**config.mk**
```make
export PLATFORM = sky130hd
export DESIGN_NAME = cgc_config_port
export DESIGN_NICKNAME = d
export VERILOG_FILES = /design/src/hdl/cgc_pkg.sv /design/src/hdl/cgc_pin_sync.sv /design/src/hdl/cgc_config_port.sv
export SDC_FILE = /design/constraint.sdc
export NUM_CORES = 1
export LEC_CHECK = 0
export BUFFER_PORTS_ARGS = -buffer_cell sky130_fd_sc_hd__buf_2
export CAP_MARGIN = 5
export CORE_ASPECT_RATIO = 0.6
export CORE_MARGIN = 2
export CORE_UTILIZATION = 30
export DETAILED_ROUTE_END_ITERATION = 8
export PLACE_DENSITY_LB_ADDON = 0.05
export SETUP_SLACK_MARGIN = 0.4
export SYNTH_ARGS = -nofsm -noshare
export SYNTH_HDL_FRONTEND = slang
export SYNTH_HIERARCHICAL = 1
export SYNTH_SLANG_ARGS = --single-unit
```
**constraint.sdc**
```tcl
create_clock -name clock -period 18.6 [get_ports clock]
set_input_delay 5.58 -clock clock [delete_from_list [all_inputs] [get_ports clock]]
set_output_delay 5.58 -clock clock [all_outputs]
set_load 0.05 [all_outputs]
```
**src/hdl/cgc_pkg.sv**
```systemverilog
// Purpose: Shared constants and types for the clock generator config port
// Assumes: 100 MHz core clock
// Notes: Timing counts derive from times in their own units
package cgc_pkg;

	// Register space and stored configurations
	localparam int REG_COUNT = 16;
	localparam int IDX_W = 4;
	localparam int CFG_COUNT = 4;

	// Synchronised pin positions
	localparam int PIN_W = 4;
	localparam int PIN_SCL = 0;
	localparam int PIN_SDA = 1;
	localparam int PIN_SEL_LO = 2;
	localparam int PIN_SEL_HI = 3;

	// Slave addresses, 8-bit form with the direction bit clear
	localparam logic [7:0] DEV_ADDR_DEFAULT = 8'hd4;
	localparam logic [7:0] DEV_ADDR_ALT = 8'hd0;
	localparam int ADDR_SEL_REG = 0;
	localparam int ADDR_SEL_BIT = 0;

	// Command codes sent as the single byte of a two-byte write
	localparam logic [7:0] CMD_SAVE = 8'hf0;
	localparam logic [7:0] CMD_RESTORE = 8'hf1;
	localparam logic [7:0] CMD_SYNC = 8'hf2;

	// Timing
	localparam int CLK_PERIOD_NS = 10;
	localparam int POR_TIME_MS = 10;
	localparam int POR_CYCLES = POR_TIME_MS * 1000000 / CLK_PERIOD_NS;
	localparam int EXEC_TIME_US = 100;
	localparam int EXEC_CYCLES = EXEC_TIME_US * 1000 / CLK_PERIOD_NS;
	localparam int CNT_W = 24;

	// Reset values
	localparam logic [7:0] REG_RESET = 8'h00;
	localparam logic [PIN_W-1:0] PIN_RESET = 4'h0;

	typedef logic [REG_COUNT-1:0][7:0] cgc_bank_t;
	typedef cgc_bank_t [CFG_COUNT-1:0] cgc_otp_t;

	typedef enum logic [1:0] {ST_POR, ST_LOAD, ST_RUN, ST_EXEC} cgc_mode_t;
	typedef enum logic [2:0] {PH_IDLE, PH_RX, PH_ACK, PH_TX, PH_RACK} cgc_phase_t;

	typedef struct packed {
		logic [PIN_W-1:0] s1;
		logic [PIN_W-1:0] s2;
		logic [PIN_W-1:0] s3;
		logic [PIN_W-1:0] q;
	} cgc_pin_t;

	typedef struct packed {
		logic ready;
		logic div_sync;
		logic otp_burn;
		logic [1:0] burn_bank;
	} cgc_status_t;

	typedef struct packed {
		cgc_mode_t mode;
		cgc_phase_t phase;
		logic [CNT_W-1:0] cnt;
		logic [3:0] bit_cnt;
		logic [7:0] shift;
		logic [1:0] byte_idx;
		logic rw;
		logic matched;
		logic [15:0] ptr;
		logic [7:0] cmd;
		logic [7:0] exec_cmd;
		logic [1:0] cfg_sel;
		logic prev_scl;
		logic prev_sda;
		logic sda_oe;
		logic div_sync;
		logic otp_burn;
		cgc_bank_t regs;
		cgc_bank_t wbuf;
		logic [REG_COUNT-1:0] wmask;
	} cgc_state_t;

endpackage

```
**src/hdl/cgc_pin_sync.sv**
```systemverilog
// Purpose: Three-stage synchroniser with agreement filter for pin inputs
// Assumes: Pins are asynchronous to clock
// Notes: Output changes only once stages two and three agree
`timescale 1ns/10ps

module cgc_pin_sync #(
	parameter int WIDTH = cgc_pkg::PIN_W
) (
	// Clock and reset
	input wire logic clock,
	input wire logic rst,
	input wire logic ce,
	// Pins and filtered levels
	input wire logic [WIDTH-1:0] pins_in,
	output logic [WIDTH-1:0] pins_q
);

	generate
		if (WIDTH != cgc_pkg::PIN_W) begin : g_chk
			$error("cgc_pin_sync width must match the package pin count");
		end
	endgenerate

	cgc_pkg::cgc_pin_t s_ff;
	cgc_pkg::cgc_pin_t nxt_s;

	always_comb begin
		nxt_s = s_ff;
		nxt_s.s1 = pins_in;
		// First stage feeds only the second
		nxt_s.s2 = s_ff.s1;
		nxt_s.s3 = s_ff.s2;
		nxt_s.q = ((s_ff.s2 ~^ s_ff.s3) & s_ff.s3) | ((s_ff.s2 ^ s_ff.s3) & s_ff.q);
	end

	always_ff @(posedge clock or posedge rst) begin
		if (rst) begin
			s_ff <= '{s1: cgc_pkg::PIN_RESET, s2: cgc_pkg::PIN_RESET,
				s3: cgc_pkg::PIN_RESET, q: cgc_pkg::PIN_RESET};
		end else if (ce) begin
			s_ff <= nxt_s;
		end
	end

	assign pins_q = s_ff.q;

endmodule

```
**src/hdl/cgc_config_port.sv**
```systemverilog
// Purpose: Serial configuration port and start-up loader of a clock generator
// Assumes: Serial pins arrive asynchronously; open-drain data pin
// Notes: Bus pins sampled at 100 MHz, far above the serial clock
//
// Operation
// - Answer one of two 8-bit slave addresses
// - Default high address, select bit picks low
// - Byte-wise block write and block read
// - Address bytes set the start register
// - Successive bytes, rising addresses, MSB first
// - Block may end after any byte
// - Buffer writes, commit all at STOP
// - Write sequence; acknowledge every received byte
// - Read: master acks all but last byte
// - No acknowledges while command executes
// - Power-up reset lasts at most 10 ms
// - After power-up reset, load stored configuration
// - Silent on serial port until loaded
// - Ready shown by acknowledging own address
// - Four stored configurations, one selected
// - Serial writes may overwrite loaded registers
// - Reset discards serial writes, reloads stored
// - Sync pulse to dividers, also by command
`timescale 1ns/10ps

module cgc_config_port #(
	parameter int POR_CYCLES = cgc_pkg::POR_CYCLES,
	parameter int EXEC_CYCLES = cgc_pkg::EXEC_CYCLES
) (
	// Clock, reset, enable
	input wire logic clock,
	input wire logic rst,
	input wire logic ce,
	// Serial bus
	input wire logic scl,
	input wire logic sda_i,
	output logic sda_o,
	output logic sda_oe,
	// Configuration select pins
	input wire logic config_select_low_pin,
	input wire logic config_select_high_pin,
	// Stored configurations
	input wire cgc_pkg::cgc_otp_t otp_image,
	// Live configuration and status
	output cgc_pkg::cgc_bank_t cfg_regs,
	output cgc_pkg::cgc_status_t status
);

	generate
		if (POR_CYCLES < 1 || POR_CYCLES >= (1 << cgc_pkg::CNT_W)) begin : g_chk_por
			$error("POR_CYCLES outside counter range");
		end
		if (EXEC_CYCLES < 1 || EXEC_CYCLES >= (1 << cgc_pkg::CNT_W)) begin : g_chk_exec
			$error("EXEC_CYCLES outside counter range");
		end
	endgenerate

	////////////////////////////////////////////////////////////////////////////////

	localparam logic [cgc_pkg::CNT_W-1:0] POR_LAST = cgc_pkg::CNT_W'(POR_CYCLES - 1);
	localparam logic [cgc_pkg::CNT_W-1:0] EXEC_LAST = cgc_pkg::CNT_W'(EXEC_CYCLES - 1);
	localparam logic [15:0] REG_LIMIT = 16'(cgc_pkg::REG_COUNT);

	function automatic logic [7:0] dev_addr(input cgc_pkg::cgc_bank_t bank);
		logic [7:0] a;
		a = cgc_pkg::DEV_ADDR_DEFAULT;
		if (bank[cgc_pkg::ADDR_SEL_REG][cgc_pkg::ADDR_SEL_BIT]) begin
			a = cgc_pkg::DEV_ADDR_ALT;
		end
		return a;
	endfunction

	function automatic logic [7:0] rd_byte(input cgc_pkg::cgc_bank_t bank, input logic [15:0] p);
		logic [7:0] b;
		b = 8'h00;
		if (p < REG_LIMIT) begin
			b = bank[p[cgc_pkg::IDX_W-1:0]];
		end
		return b;
	endfunction

	function automatic logic is_cmd(input logic [7:0] c);
		return c == cgc_pkg::CMD_SAVE || c == cgc_pkg::CMD_RESTORE || c == cgc_pkg::CMD_SYNC;
	endfunction

	////////////////////////////////////////////////////////////////////////////////

	cgc_pkg::cgc_state_t s_ff;
	cgc_pkg::cgc_state_t nxt_s;
	logic [cgc_pkg::PIN_W-1:0] pin_q;
	logic bus_scl;
	logic bus_sda;
	logic scl_rise;
	logic scl_fall;
	logic bus_start;
	logic bus_stop;
	logic ready;
	logic [7:0] my_addr;
	logic [1:0] sel_now;

	cgc_pin_sync #(
		.WIDTH(cgc_pkg::PIN_W)
	) u_pin_sync (
		.clock(clock),
		.rst(rst),
		.ce(ce),
		.pins_in({config_select_high_pin, config_select_low_pin, sda_i, scl}),
		.pins_q(pin_q)
	);

	assign bus_scl = pin_q[cgc_pkg::PIN_SCL];
	assign bus_sda = pin_q[cgc_pkg::PIN_SDA];
	assign sel_now = {pin_q[cgc_pkg::PIN_SEL_HI], pin_q[cgc_pkg::PIN_SEL_LO]};
	assign scl_rise = bus_scl & ~s_ff.prev_scl;
	assign scl_fall = ~bus_scl & s_ff.prev_scl;
	assign bus_start = bus_scl & s_ff.prev_scl & ~bus_sda & s_ff.prev_sda;
	assign bus_stop = bus_scl & s_ff.prev_scl & bus_sda & ~s_ff.prev_sda;
	assign ready = s_ff.mode == cgc_pkg::ST_RUN;
	assign my_addr = dev_addr(s_ff.regs);

	////////////////////////////////////////////////////////////////////////////////

	always_comb begin
		nxt_s = s_ff;
		nxt_s.div_sync = 1'b0;
		nxt_s.otp_burn = 1'b0;
		nxt_s.prev_scl = bus_scl;
		nxt_s.prev_sda = bus_sda;

		// Start-up and command sequencing
		case (s_ff.mode)
			cgc_pkg::ST_POR: begin
				if (s_ff.cnt == POR_LAST) begin
					nxt_s.mode = cgc_pkg::ST_LOAD;
					nxt_s.cnt = '0;
				end else begin
					nxt_s.cnt = s_ff.cnt + 1'b1;
				end
			end
			cgc_pkg::ST_LOAD: begin
				nxt_s.cfg_sel = sel_now;
				nxt_s.regs = otp_image[sel_now];
				nxt_s.div_sync = 1'b1;
				nxt_s.mode = cgc_pkg::ST_RUN;
			end
			cgc_pkg::ST_EXEC: begin
				if (s_ff.cnt == EXEC_LAST) begin
					nxt_s.mode = cgc_pkg::ST_RUN;
					nxt_s.cnt = '0;
					if (s_ff.exec_cmd == cgc_pkg::CMD_RESTORE) begin
						nxt_s.regs = otp_image[s_ff.cfg_sel];
					end else if (s_ff.exec_cmd == cgc_pkg::CMD_SAVE) begin
						nxt_s.otp_burn = 1'b1;
					end else begin
						nxt_s.div_sync = 1'b1;
					end
				end else begin
					nxt_s.cnt = s_ff.cnt + 1'b1;
				end
			end
			default: begin
			end
		endcase

		// Serial bus; tracked always, answered only when ready
		if (bus_start) begin
			nxt_s.phase = cgc_pkg::PH_RX;
			nxt_s.bit_cnt = 4'h0;
			nxt_s.byte_idx = 2'h0;
			nxt_s.sda_oe = 1'b0;
		end else if (bus_stop) begin
			nxt_s.phase = cgc_pkg::PH_IDLE;
			nxt_s.sda_oe = 1'b0;
			if (s_ff.matched && !s_ff.rw && ready) begin
				if (s_ff.byte_idx == 2'h2 && is_cmd(s_ff.cmd)) begin
					nxt_s.mode = cgc_pkg::ST_EXEC;
					nxt_s.exec_cmd = s_ff.cmd;
					nxt_s.cnt = '0;
				end else begin
					for (int i = 0; i < cgc_pkg::REG_COUNT; i++) begin
						if (s_ff.wmask[i]) begin
							nxt_s.regs[i] = s_ff.wbuf[i];
						end
					end
				end
			end
			nxt_s.wmask = '0;
			nxt_s.matched = 1'b0;
		end else begin
			case (s_ff.phase)
				cgc_pkg::PH_RX: begin
					if (scl_rise) begin
						nxt_s.shift = {s_ff.shift[6:0], bus_sda};
						nxt_s.bit_cnt = s_ff.bit_cnt + 4'h1;
					end else if (scl_fall && s_ff.bit_cnt == 4'h8) begin
						nxt_s.bit_cnt = 4'h0;
						nxt_s.phase = cgc_pkg::PH_ACK;
						nxt_s.sda_oe = 1'b1;
						if (s_ff.byte_idx != 2'h3) begin
							nxt_s.byte_idx = s_ff.byte_idx + 2'h1;
						end
						if (s_ff.byte_idx == 2'h0) begin
							nxt_s.rw = s_ff.shift[0];
							nxt_s.matched = ready && s_ff.shift[7:1] == my_addr[7:1];
							if (!(ready && s_ff.shift[7:1] == my_addr[7:1])) begin
								nxt_s.sda_oe = 1'b0;
								nxt_s.phase = cgc_pkg::PH_IDLE;
							end
						end else if (s_ff.byte_idx == 2'h1) begin
							nxt_s.ptr[15:8] = s_ff.shift;
							nxt_s.cmd = s_ff.shift;
						end else if (s_ff.byte_idx == 2'h2) begin
							nxt_s.ptr[7:0] = s_ff.shift;
						end else begin
							if (s_ff.ptr < REG_LIMIT) begin
								nxt_s.wbuf[s_ff.ptr[cgc_pkg::IDX_W-1:0]] = s_ff.shift;
								nxt_s.wmask[s_ff.ptr[cgc_pkg::IDX_W-1:0]] = 1'b1;
							end
							nxt_s.ptr = s_ff.ptr + 16'h1;
						end
					end
				end
				cgc_pkg::PH_ACK: begin
					if (scl_fall) begin
						if (s_ff.rw) begin
							// Read starts at pointer, set or left over
							nxt_s.shift = rd_byte(s_ff.regs, s_ff.ptr);
							nxt_s.ptr = s_ff.ptr + 16'h1;
							nxt_s.sda_oe = ~nxt_s.shift[7];
							nxt_s.bit_cnt = 4'h0;
							nxt_s.phase = cgc_pkg::PH_TX;
						end else begin
							nxt_s.sda_oe = 1'b0;
							nxt_s.phase = cgc_pkg::PH_RX;
						end
					end
				end
				cgc_pkg::PH_TX: begin
					if (scl_fall) begin
						if (s_ff.bit_cnt == 4'h7) begin
							nxt_s.sda_oe = 1'b0;
							nxt_s.bit_cnt = 4'h0;
							nxt_s.phase = cgc_pkg::PH_RACK;
						end else begin
							nxt_s.shift = {s_ff.shift[6:0], 1'b0};
							nxt_s.sda_oe = ~s_ff.shift[6];
							nxt_s.bit_cnt = s_ff.bit_cnt + 4'h1;
						end
					end
				end
				cgc_pkg::PH_RACK: begin
					if (scl_rise) begin
						// Not acknowledged ends the read quietly
						nxt_s.phase = bus_sda ? cgc_pkg::PH_IDLE : cgc_pkg::PH_ACK;
					end
				end
				default: begin
				end
			endcase
		end
	end

	always_ff @(posedge clock or posedge rst) begin
		if (rst) begin
			s_ff <= '0;
			s_ff.mode <= cgc_pkg::ST_POR;
			s_ff.phase <= cgc_pkg::PH_IDLE;
		end else if (ce) begin
			s_ff <= nxt_s;
		end
	end

	////////////////////////////////////////////////////////////////////////////////

	assign sda_o = 1'b0;
	assign sda_oe = s_ff.sda_oe;
	assign cfg_regs = s_ff.regs;
	assign status = '{ready: ready, div_sync: s_ff.div_sync, otp_burn: s_ff.otp_burn,
		burn_bank: s_ff.cfg_sel};

	AST_POR_EXPIRE: assert property (@(posedge clock) disable iff (rst)
		(ce && s_ff.mode == cgc_pkg::ST_POR && s_ff.cnt == POR_LAST)
		|=> s_ff.mode == cgc_pkg::ST_LOAD)
		else $error("power-up reset did not expire on time");

	AST_LOAD_RUN: assert property (@(posedge clock) disable iff (rst)
		(ce && s_ff.mode == cgc_pkg::ST_LOAD)
		|=> s_ff.mode == cgc_pkg::ST_RUN && s_ff.div_sync && s_ff.regs == otp_image[s_ff.cfg_sel])
		else $error("stored configuration not loaded");

	AST_SILENT: assert property (@(posedge clock) disable iff (rst)
		(s_ff.mode != cgc_pkg::ST_RUN) |-> !s_ff.sda_oe)
		else $error("data pin driven while not ready");

	AST_ADDR_ACK: assert property (@(posedge clock) disable iff (rst)
		(ce && !bus_start && !bus_stop && scl_fall && s_ff.phase == cgc_pkg::PH_RX
		&& s_ff.bit_cnt == 4'h8 && s_ff.byte_idx == 2'h0 && ready
		&& s_ff.shift[7:1] == my_addr[7:1]) |=> s_ff.sda_oe && s_ff.matched)
		else $error("own address not acknowledged");

	AST_ADDR_MISS: assert property (@(posedge clock) disable iff (rst)
		(ce && !bus_start && !bus_stop && scl_fall && s_ff.phase == cgc_pkg::PH_RX
		&& s_ff.bit_cnt == 4'h8 && s_ff.byte_idx == 2'h0
		&& s_ff.shift[7:1] != my_addr[7:1]) |=> !s_ff.sda_oe && s_ff.phase == cgc_pkg::PH_IDLE)
		else $error("foreign address acknowledged");

	AST_HOLD_REGS: assert property (@(posedge clock) disable iff (rst)
		(ce && !bus_stop && s_ff.mode == cgc_pkg::ST_RUN) |=> $stable(s_ff.regs))
		else $error("registers changed before stop");

	AST_COMMIT: assert property (@(posedge clock) disable iff (rst)
		(ce && bus_stop && ready && s_ff.matched && !s_ff.rw && s_ff.wmask[0]
		&& !(s_ff.byte_idx == 2'h2 && is_cmd(s_ff.cmd)))
		|=> s_ff.regs[0] == $past(s_ff.wbuf[0]) && s_ff.wmask == '0)
		else $error("buffered write not committed at stop");

	AST_PTR_STEP: assert property (@(posedge clock) disable iff (rst)
		(ce && !bus_start && !bus_stop && scl_fall && s_ff.phase == cgc_pkg::PH_ACK && s_ff.rw)
		|=> s_ff.ptr == $past(s_ff.ptr) + 16'h1 && s_ff.phase == cgc_pkg::PH_TX)
		else $error("read pointer did not advance");

	AST_NACK_END: assert property (@(posedge clock) disable iff (rst)
		(ce && !bus_start && !bus_stop && scl_rise && bus_sda && s_ff.phase == cgc_pkg::PH_RACK)
		|=> s_ff.phase == cgc_pkg::PH_IDLE ##1 !s_ff.sda_oe)
		else $error("read continued after missing acknowledge");

	AST_EXEC_QUIET: assert property (@(posedge clock) disable iff (rst)
		(s_ff.mode == cgc_pkg::ST_EXEC) |-> !s_ff.sda_oe && !s_ff.matched)
		else $error("acknowledge during command execution");

endmodule

```
; ---- Word level (Yosys, flattened, before mapping)
; Cells that the tools add are included.
[totals]
word_cells = 292
reg_bits = 372
inputBits = 519
output_inout_bits = 135
[classes]
magnitude_cmp = 5
addsub = 4
muxes = 120
n_eq_ne = 46
n_reduce_logical = 37
n_bitwise = 25
[op_table]
columns = operator, n
row1 = $mux W144, 7
row2 = $mux W128, 7
row3 = $bmux W128 S2, 2
row4 = $mux W272, 1
row5 = $pmux W128 S2, 1
row6 = $mux W8, 31
row7 = $mux W24, 7
row8 = $mux W130, 1
row9 = $bwmux W128, 1
row10 = $mux W28, 2
row11 = $mux W16, 3
row12 = $pmux W24 S2, 1
row13 = $eq A8 B8 Y1 const B, 5
row14 = $mux W12, 3
row15 = $pmux W12 S3, 1
row16 = $bmux W8 S4, 1
row17 = $demux W8 S4, 1
row18 = $pmux W16 S2, 1
row19 = $mux W3, 10
row20 = $reduce_and A10 Y1, 3
row21 = $ne A2 B2 Y1 const B, 14
row22 = $ne A4 B4 Y1 const B, 7
row23 = $mux W2, 13
row24 = $add A24 B1 Y24 const B, 1
row25 = other kinds (49), 113

; ---- Logic depth before layout (Yosys ltp)
; Gate-level depths: netlist of run 1.
[depth]
ltp_word = 14
depth_mapped = 10
depth_no_buf = 8

; ---- Modules after synthesis
; The synthesis of run 1 kept the hierarchy.
[modules_own_cells]
columns = module, instances, area_per_inst_um2, cells_per_inst
row1 = cgc_config_port, 1, 27827.9, 2674
row2 = cgc_pin_sync, 1, 747.0, 47

; ---- Worst setup path after synthesis of run 1
; OpenSTA, ideal clock, no wires.
[synth_path]
path_kind = input port to flip-flop
start = input ce
end = register (tool-made name)
t_required_ns = 18.472
path_slack_ns = 11.265
path_stages = 7
t_arrival_ns = 7.208
path_buffers = 2
path_cell_list = clkbuf_1 o21ai_0 or4_1 buf_2 nor3_4 nand2_2 mux2_1
[synth_lines]
columns = item, line
row1 = "start, declared", cgc_config_port.sv:33  ; input wire logic ce,

; ---- Final worst setup path of run 1
[layout_path]
start = input ce
end = register s_ff[291] (netlist bit)
[layout_between]
elab_chain_len = 1
[layout_lines]
columns = item, line
row1 = $reduce_and A8 Y1 (no line), n/a
row2 = "end signal, assigned", cgc_config_port.sv:269  ; s_ff <= nxt_s;
row3 = "end, declared", cgc_config_port.sv:88  ; cgc_pkg::cgc_state_t s_ff;
; Every way passes these cells.
; A chain may end at the register's enable or synchronous reset.

==> results of run 1 <==
==> final timing paths <==
path / slack (ps) / endpoint / from / cells after the start
max in group asynchronous: 11730 / s_ff[317] / rst / 3
setup / recovery: 10260 / s_ff[291] / ce / 6
hold reg to reg: 470 / s_ff[285] / s_ff[285] / 1
hold / removal: 470 / s_ff[285] / s_ff[285] / 1
min in group asynchronous: 5190 / u_pin_sync/nxt_s[7] / rst / 2
setup reg to reg: 14550 / cfg_regs[7] / s_ff[342] / 7
==> power by group through the flow <==
stage | Sequential, uW | Combinational, uW | Clock (uW)
6_report | 991 | 928 | 820
5_1_grt | 1000 | 994 | 874
4_1_cts | 992 | 941 | 840
3_5_place_dp | 1010 | 936 | 0
3_3_place_gp | 1010 | 930 | 0
2_1_floorplan | 912 | 743 | 0
==> synthesized netlist by cell type (24+ instances only) <==
cell / instances / area (um2)
dfrtp_1: 372 / 9310
mux4_2: 295 / 6640
nand2_1: 269 / 1010
o21ai_0: 216 / 1080
a21oi_1: 202 / 1010
clkbuf_1: 194 / 728
buf_4: 138 / 1040
mux2_2: 138 / 1550
nor3b_1: 107 / 803
nor2_1: 81 / 304
o211ai_1: 80 / 601
and3_1: 49 / 307
inv_1: 47 / 176
a21o_1: 43 / 323
nand3_1: 42 / 210
a311oi_1: 40 / 350
buf_1: 28 / 105
a31oi_1: 26 / 163
o2bb2ai_1: 26 / 228
nor3_1: 24 / 120
o221ai_1: 24 / 210
==> metrics by stage <==
step / setup slack [ps] / utilization, % / hold WS, ps / instances / area (um2)
2_1_floorplan: 3140 / - / 435 / 2721 / 28600
3_3_place_gp: 9840 / 33.7 / 450 / 4268 / 31800
3_5_place_dp: 9780 / 33.7 / 454 / 4268 / 31800
4_1_cts: 10350 / 35.1 / 474 / 4336 / 33000
5_1_grt: 10080 / 35.1 / 495 / 4340 / 33000
6_report: 10260 / 35.1 / 470 / 4342 / 33000
==> critical path, cell delays in order <==
cell and delay, ps:
clkbuf_8 390, clkinv_2 710, a21oi_1 570, nand2_1 110, nor3_1 860, mux2_2 430
==> layout make-up <==
cell class	instances	area (um2)	share of cell area, %
diodes	6	15.0	0.0455
clock buffers	53	1080	3.27
clock inverters	15	173	0.523
inverters	47	185	0.561
multi-input cells	1919	17100	51.9
flip-flops and latches	372	9340	28.3
well taps	1246	1560	4.72
repair buffers	684	3540	10.7
==> cells in the final DEF (no fill, tap or decap), types with 9 or more instances in the layout <==
master       n
nor2_1      81
nor3_1      24
nand4_1     14
buf_4       30
clkbuf_1     9
a21oi_1    202
o2bb2ai_1   26
buf_2      651
ha_1        19
nand2b_1    21
clkbuf_16   39
a311oi_1    40
o221ai_1    24
nand3_1     42
o21ai_0    216
o311ai_0    13
a22o_1      16
or2_2       13
nand2_1    268
mux4_2     295
nand2_2     13
and3_1      49
mux2_4      12
o211ai_1    80
mux2_2     138
a21boi_0    13
a31oi_1     25
inv_1       45
nor3b_1    107
a21o_1      43
dfrtp_1    359
dfrtp_2      9
==> per-layer routing <==
metal / vias to the layer above / routed length (um) / part of all wire, %
li1: 11000 / - / -
met1: 13100 / 54100 / 46
met2: 759 / 55300 / 47
met3: 128 / 6170 / 5.2
met4: 14 / 1960 / 1.7
met5: - / 84 / 0.071
==> cells by family (layout without fill, tap and decap cells) <==
logic type / Yosys count / count (layout) / share of synthesized area (%)
AO/OA/AOI/OAI: 741 / 741 / 16.3
XOR/XNOR: 6 / 6 / 0.184
adder cells (fa/ha/maj): 21 / 21 / 0.920
buffers and inverters: 430 / 799 / 7.61
flip-flops: 372 / 372 / 32.6
multiplexers: 456 / 456 / 29.7
other: 1 / 7 / 0.0131
AND/OR/NAND/NOR: 694 / 694 / 12.7
==> results.md, run 1 <==
- The run finished with clean final reports.
- The actual transition at the worst max-transition pin is around 1200 ps.
- The number of synthesized register bits is 372.
- The path type of the worst min-delay path is register to register.
- The layer flagged by global routing as most heavily used is met2.
- Once detail routing completed, the nets flagged for antenna violations numbered 0.
- VDD sags by at most ~48 uV.
- The combinational share of power is between 30% and 40%.
- The post-synthesis async set-or-reset flop share is 100%.
- The post-DP HPWL is ~86000 um.
- The number of filler instances in the final layout is 9500.
- The H-tree was split into 2 levels.
- The die covers 97800 um2.
- Once the floorplan was initialized, standard cells occupied between 30% and 40% of the core.
- The portion of the post-synthesis area used by sequential elements is 32.6%.
- Wires add up to between 100000 and 150000 um.
- The worst path needs between 8000 and 9000 ps of the cycle, external delays included.
- In this run the standard cell core region covers 94200 um2.
- The clock latency on the worst-skew pair is ~600 ps.
- The worst setup path is captured at a register.
- In the global route stage, met2 resource usage came out at 37.6%.
- In this run the deepest clock path goes through 3 buffers.
- The internal portion of the total power is 1730 uW.
- After clock tree synthesis, the flow added hold-fix buffers numbering 0.
- At the worst endpoint, the required time is approximately 19000 ps.
- The instance count of the mapped netlist is 2721.
- The global-route wire length before repair is approximately 170000 um.
- The setup path with the least slack is of type primary input to register.
- Dividing the detail-routed wire length by the instance count gives 27.1 um.
- The residual overflow from global routing is 0.
- The post-CTS resize count is 0.
- The normalized max-slew margin is 17.5%.
- In this run, the number of DRC markers left after iteration 0 of detailed routing was between 2000 and 2500.
- TritonCTS built the clock tree.
- The initial antenna violation count is 19.
- The remaining design rule violation count is 0.
- In this run the core area contains just under 90 standard-cell rows.
- TritonCTS created 39 clock buffers.
- The final hold violation count is 0.
- Counting every net in the synthesized netlist gives 3261.
- The maximum number of pins on one net before global-route repair is slightly below 200.
- The final-report max-slew violation count is 0.
- STA classifies the critical path startpoint as a primary input.
- The summed negative setup slack over all endpoints is 0 ps.
- In the global route stage, overall resource usage came out at about a quarter.
- In this run the power density over the cells is roughly 83 nW/um2.
- In this run, distinct cell masters in the synthesized netlist total 78.
- The achievable clock frequency is 120 MHz.
- The critical path data arrival time is a little under 9000 ps.
- The total iterations of the first detailed-routing run is 5.
- The share of total power dissipated in sequential elements is between 30% and 40%.
- The signed area change from the synthesized netlist to the final layout is 15.6%.
- Setup repair after global routing left no endpoint under its margin.
- The switching power share of the total is a little under two fifths.
- The clock tree root buffer cell is clkbuf_16.
- The routed layout has about 25000 vias.
- The most used flip-flop cell after synthesis is dfrtp_1.
- Setup violations remaining at the end of the flow were counted as 0.
- The global routing met1 resource utilization is between 30 and 40%.
- Across the routed clock network, the largest skew measured is between 40 and 50 ps.
- The floorplan step set the die height to around 240 um.
- The number of ports placed on the die boundary is ~650.
- The number of global-route vias before repair came to ~25000.
- Across the run, the number of max-cap violations was 0.
- The mean cell area of the mapped netlist is approximately 11 um2.
- For this run, the number of Yosys warnings is 6.
- For met3 alone, demand over resource in global routing was about 3.8%.
- The overall power of the completed layout is around 2700 uW.
- The clock drives between 300 and 400 sinks.
- The leakage power of the design is between 0.01 and 0.015 uW.
- The clock transition at the register clock pins on the worst setup and hold paths after CTS is ~60 ps.
- Of all nets on the critical path, the largest fanout is 80.
- In this run the power spent charging and discharging nets is 1010 uW.
- The post-CTS setup buffer count is 0.
- The synthesized design contains 0 enable-type register cells.
- The last weighted congestion value of the routability-driven placer is between 0.8 and 0.9.
- In this run the tool buffered the top-level ports with 652 buffer cells.
- The ratio of cells with drive above 1 in the final layout is 40.2%.
- The period utilization is about 45%.
- In the final design database the tool counted ~3600 nets.
- The clock network burns between 20 and 30% of the power.
- Dividing the detail-routed via count by the number of cells gives about 5.8.
- The floorplan step set the die width to 402 um.
- The netlist area before placement is roughly 29000 um2.
Note: power is estimated with default switching activity, not from simulation.
==> inputs of run 2 (changes only) <==
==> constraint.sdc (replaced) <==
create_clock -name clock -period 7.51 [get_ports clock]
set_input_delay 2.253 -clock clock [delete_from_list [all_inputs] [get_ports clock]]
set_output_delay 2.253 -clock clock [all_outputs]
set_load 0.05 [all_outputs]
==> results.md, run 2 (same netlist as run 1, synthesis figures left out) <==
- The flow ran to the end, and the final reports show no timing, DRC or antenna violations.
- The clock drives 372 sinks.
- Measured against its own limit, the worst slew margin works out to 19.9%.
- The total power divided by cell area is between 200 and 250 nW/um2.
- The CTS tree is done.
- Of the cells placed in the final design, the portion with a size suffix greater than 1 is between 40% and 50%.
- The area growth from synthesis to layout is 16.1%.
- The clock network accounts for between 30% and 40% of the total power.
- The type of the worst setup path is primary input to register.
- The maximum root-to-sink buffer count is 3.
- The period utilization is between 60% and 70%.
- For this run the aggregate overflow at the end of global routing stands at 0.
- The die width is 402 um.
- The core region is around 94000 um2.
- The number of input and output port buffers inserted is about 650.
- For this block, wires on met1 add up to roughly 54000 um.
- The switching power share of the total is about 37%.
- The number of global-route vias before repair is approximately 25000.
- Setup violations remaining at the end of the flow were counted as 0.
- STA puts the critical path data required time at between 7000 and 8000 ps.
- Dividing the detail-routed wire length by the instance count gives between 20 and 30 um.
- The highest ir drop seen on vdd is between 200 and 250 uV.
- The critical path starts at ce.
- Wire segments on met3 add up to 6880 um in the final route.
- The internal power consumption is around 4400 uW.
- Setup repair after global routing left no endpoint under its margin.
- The post-DP HPWL is ~87000 um.
- The number of levels in the clock H-tree is 2.
- The routed layout has around 25000 vias.
- For this run, the slowest stage of the critical path takes 870 ps.
- The global-route wire length before repair is 174000 um.
- The routed wire length on met2 is 56000 um.
- Routability-driven placement finished with a final weighted congestion of about 0.93.
- At the worst endpoint, the arrival time is 5110 ps.
- The share of total power dissipated in sequential elements is 36.0%.
- The family with the most delay on the worst path is simple AND/OR/NAND/NOR gates.
- The clock latency on the worst-skew pair is between 500 and 600 ps.
- Measured along the y axis, the die boundary spans roughly 240 um.
- The number of buffer and inverter instances along the worst setup path is 2.
- The achievable clock frequency is ~210 MHz.
- Summed over all cells, the static leakage comes to 0.0143 uW.
- The worst setup path is launched from a primary input.
- In this run the worst path has a maximum fanout of 89.
- The library cells used most frequently in the layout, excluding fill and tap cells, are buf_2 (651), dfrtp_1 (359), mux4_2 (295).
- The highest metal layer used by the detailed router is met5.
- The kind of end point of the critical path is a register.
- Setup total negative slack on the finished layout was measured at 0 ps.
- The switching power summed over all nets is between 2000 and 3000 uW.
- The initial antenna violation count came to 20.
- The worst hold path belongs to the class register to register.
- The floorplan has 87 rows.
- The remaining design rule violation count is 0.
- In this run, post-CTS repair resized a total of 0 instances.
- The origin of the critical flop-to-flop path is s_ff[313].
- The total of max-cap violations is 0.
- Pin placement for this block handled between 600 and 700 I/O pins.
- The post-route clock skew is slightly above 20 ps.
- The final-report max-slew violation count came to 0.
- The initial utilization of the core area, before any placement, comes to 30.3%.
- The post-CTS setup buffer count is 0.
- After the first detailed-routing iteration, the DRC count stood at between 2000 and 2500.
- At the pin with the least slew margin, the transition time is between 1000 and 1500 ps.
- The average via count per standard cell is around 5.8.
- Subtracting the final worst setup slack from the clock period gives about 4700 ps.
- The clock tree root buffer cell is clkbuf_16.
- At the end of the flow, the number of nets in the layout was 3603.
- The signal on the critical path passes through clkbuf_8 -> clkinv_2 -> a21oi_1 -> nand2_1 -> nor3_1 -> mux2_2.
- In this run the remaining antenna-violating nets after routing total 0.
- The number of filler instances in the final layout is ~9400.
- Among all stages on the critical path, the largest delay is contributed by nor3_1.
- The area of the die is 97800 um2.
- The first TritonRoute pass finished after 5 iterations.
- Summed over all layers, the routed wires come to between 100000 and 150000 um.
- The hold-fix buffer count after cts is 0.
- The clock transition at the register clock pins on the worst setup and hold paths after CTS is roughly 60 ps.
- On the final layout, the worst hold slack is ~470 ps.
- The combinational share of power is around 33%.
- In this run the most critical hold path is launched from s_ff[284].
- Buffers inserted during clock tree synthesis total 40.
- The final hold violation count was 0.
- The most frequent standard cell in the layout excluding fill and tap cells is buf_2.
- The combined global-route utilization of all metal layers is between 20% and 30%.
- Entering global routing, the biggest net connects 194 pins.
-- run 2: changes by cell type in the layout (fill, tap and decap cells not counted), sizes merged --
cell,change
buf,-2
bufinv,-1
clkbuf,+7
clkdlybuf4s15,+1
clkinv,+2
clkinvlp,-2
diode,+5
inv,-2
-- run 2: per-layer routing --
layer,up-vias,track usage [%]
li1,11000,-
met1,13100,33.9
met5,-,0
met3,104,4.18
met2,758,37.9
met4,10,3.81
-- run 2: worst reg2reg max path, delay by kind of cell, from the launching register on --
family	cells	cell delay (ps)
buf+inv	1	120
fa+ha+maj	1	380
compound gates	3	620
flops	1	420
simple gates	3	2180
-- run 2: power groups by stage --
stage	logic [uW]	registers [uW]	clock network [uW]
CTS	2340	2480	2170
floorplan	1840	2260	0
detailed placement	2320	2520	0
finish	2300	2480	2110
global placement	2310	2510	0
global route	2460	2500	2260
-- run 2: cell type report --
type                    instances  area (um2)  share of cell area, %
inverters                      47         181                  0.547
well taps                    1246        1560                   4.70
flip-flops and latches        372        9340                   28.1
repair buffers                683        3570                   10.8
clock inverters                12         133                  0.400
clock buffers                  60        1220                   3.67
multi-input cells            1919       17100                   51.7
diodes                         11        27.5                 0.0830
-- run 2: per-stage QoR --
stage,instance area [um2],utilization [%],power [uW],setup slack (ps),instances
finish,33200,35.2,6900,2860,4350
detailed placement,31800,33.8,4840,2290,4267
global route,33200,35.2,7220,2690,4346
global placement,31800,33.7,4820,2450,4266
CTS,33100,35.2,6990,2910,4339
floorplan,28600,-,4100,487,2721
-- run 2: final timing paths --
check                                endpoint  slack [ps]  depth (start not counted)
min in group asynchronous       cfg_regs[114]        1670                          2
max in group asynchronous           s_ff[320]        4540                          3
worst min-delay path                s_ff[284]         470                          1
worst max register to register   cfg_regs[63]        3670                          8
worst max-delay path                s_ff[291]        2860                          6
worst min register to register      s_ff[284]         470                          1
==> inputs of run 3 (changes only) <==
==> constraint.sdc (replaced) <==
create_clock -name clock -period 4.33 [get_ports clock]
set_input_delay 1.299 -clock clock [delete_from_list [all_inputs] [get_ports clock]]
set_output_delay 1.299 -clock clock [all_outputs]
set_load 0.05 [all_outputs]
==> results.md, run 3 (same netlist as run 1, synthesis figures left out) <==
- The routed length per placed instance is around 28 um.
- The number of global-route vias before repair is 25700.
- Once detailed placement completed, the half-perimeter wirelength came to 91800 um.
- The number of hold buffers added after CTS was 0.
- The worst setup path startpoint is s_ff[323].
- The ratio of cells with drive above 1 in the final layout is between 40% and 50%.
- Clock-pin slew was measured on the worst setup and hold paths at around 60 ps.
- The die height is 243 um.
- Across the VDD grid, the largest voltage drop is between 400 and 500 uV.
- The final critical delay including setup and external delays is 3340 ps.
- The H-tree generated during clock tree synthesis spans 2 levels.
- The first global-routing pass estimated between 150000 and 200000 um of wire.
- The core region is 94200 um2.
- Counting every sink on the clock net gives 372.
- The origin of the critical flop-to-flop path is s_ff[323].
- The run finished with clean final reports.
- The critical path data arrival time is about 3800 ps.
- The cell depth of the worst min-delay path is 1.
- TritonCTS built the clock tree.
- After routing the design area is 33700 um2.
- For this configuration, the core starts out at a cell density of roughly 30%.
- Adding up every negative setup slack in the final design gives 0 ps.
- The worst hold path begins at s_ff[284].
- The clock arrives with between 30 and 40 ps of skew.
- The worst setup slack for register-to-register paths is 990 ps.
- The library cell used most frequently in the layout, excluding fill and tap cells, is buf_2.
- After clock tree synthesis, the repair step resized 0 gates.
- Detailed routing inserted a total of roughly 26000 vias.
- The actual transition at the worst max-transition pin is approximately 1000 ps.
- The number of input and output port buffers inserted is between 600 and 700.
- The type of element launching the critical path is a register.
- The worst setup path is captured at a register.
- The path type of the worst min-delay path is register to register.
- Setup violations remaining at the end of the flow were counted as 0.
- Cells fill 35.8% of the core in the end.
- Once placement completed, the tool counted placed cells totaling roughly 4300.
- The die width is a little over 400 um.
- The filler-free cell count of the finished design is about 4400.
- The total power divided by cell area is approximately 360 nW/um2.
- The total overflow left after global routing is 0.
- The worst pin sits at a relative slew slack of roughly a third.
- The worst-path maximum fanout is 8.
- The remaining design rule violation count is 0.
- Summed over all cells, the static leakage comes to ~0.015 uW.
- The combined global-route utilization of all metal layers is about a quarter.
- In the layout the commonest cells are buf_2 (651), dfrtp_1 (359), mux4_2 (295).
- The DRC violation total after the first TritonRoute iteration is 2049.
- The post-CTS setup buffer count is 0.
- The endpoint of the worst hold-timing path is s_ff[284].
- The first TritonRoute pass finished after 5 iterations.
- The required time at the endpoint of the critical path is between 4000 and 5000 ps.
- The remaining antenna violation count after routing is 0.
- Entering global routing, the biggest net connects around 150 pins.
- The achievable clock frequency is ~300 MHz.
- The initial antenna violation count was 16.
- The final wirelength is about 120000 um.
- The worst register-to-register path has a depth of 8.
- The total of max-cap violations is 0.
- The clock latency on the worst-skew pair is slightly below 600 ps.
- The last weighted congestion value of the routability-driven placer is approximately 0.96.
- The signed area change from the synthesized netlist to the final layout is 18.0%.
- The net count of the finished layout is roughly 3700.
- The setup path with the least slack is of type register to register.
- The total CTS buffers is 40.
- After detailed placement, the total cell area comes to ~32000 um2.
- The number of ports placed on the die boundary is approximately 650.
- The average via count per standard cell is ~5.8.
- The period utilization is 77.1%.
- The die covers a little under 100000 um2.
- Row generation in the floorplan step produced 87 rows.
- The cell sitting at the root of the clock tree is a clkbuf_16.
- Setup repair after global routing left no endpoint under its margin.
- The longest clock path from root to sink contains 3 buffers.
- The final-report max-slew violation count is 0.
- The final hold violation count is 0.
## run 3: changes by cell type in the layout (fill, tap and decap cells not counted)
cell / previous run / this run
buf_4: 25 / 72
buf_12: 5 / 13
clkbuf_8: 11 / 6
bufinv_16: 2 / 5
clkinv_2: 6 / 9
clkbuf_1: 8 / 6
clkinvlp_4: 4 / 6
clkdlybuf4s15_2: 1 / 0
## run 3: metrics by stage
| step | setup WS, ps | hold WS (ps) | power, uW |
|---|---|---|---|
| final | 991 | 468 | 12300 |
| after CTS | 1020 | 471 | 12400 |
| after floorplan | -1740 | 435 | 7110 |
| after global placement | 636 | 451 | 8530 |
| after global routing | 840 | 495 | 12800 |
| after detailed placement | 636 | 453 | 8560 |
## run 3: layer usage
layer	GRT usage, %	share of wire [%]	vias up
met2	38.0	45	812
li1	-	-	11200
met3	4.07	5.8	125
met4	4.61	1.8	12
met5	0	0.068	-
met1	35.8	47	13400
## run 3: how the worst max path moves through the flow
stage                                            end  slack, ps  depth (start not counted)
after floorplan           asynchronous set/reset pin      -1740                          1
after global routing                        register        840                          8
final                                       register        990                          8
after detailed placement                    register        640                          6
after CTS                                   register       1020                          8
after global placement                      register        640                          6
## run 3: power by group
part | total, uW | leakage (uW) | internal, uW | switching [uW]
clock | 3780 | 0.000674 | 2170 | 1610
sequential | 4370 | 0.00502 | 3690 | 677
combinational | 4110 | 0.00887 | 1900 | 2210
## run 3: worst max-delay path, cell delays in order, from the launching register on
cell      delay [ps]
dfrtp_1          410
inv_1             80
ha_1             140
nor4bb_1         470
nand3b_1         250
or4_1            880
nor3_4           400
nand2_2          230
mux2_1           380
## run 3: area by class of cell
| class | instances | area (um2) |
|---|---|---|
| well taps | 1246 | 1560 |
| repair buffers | 737 | 4070 |
| fillers | 9435 | 60500 |
| clock inverters | 20 | 253 |
| diodes | 11 | 27.5 |
| clock buffers | 53 | 1140 |
| flip-flops and latches | 372 | 9340 |
| multi-input cells | 1919 | 17100 |
| inverters | 47 | 181 |
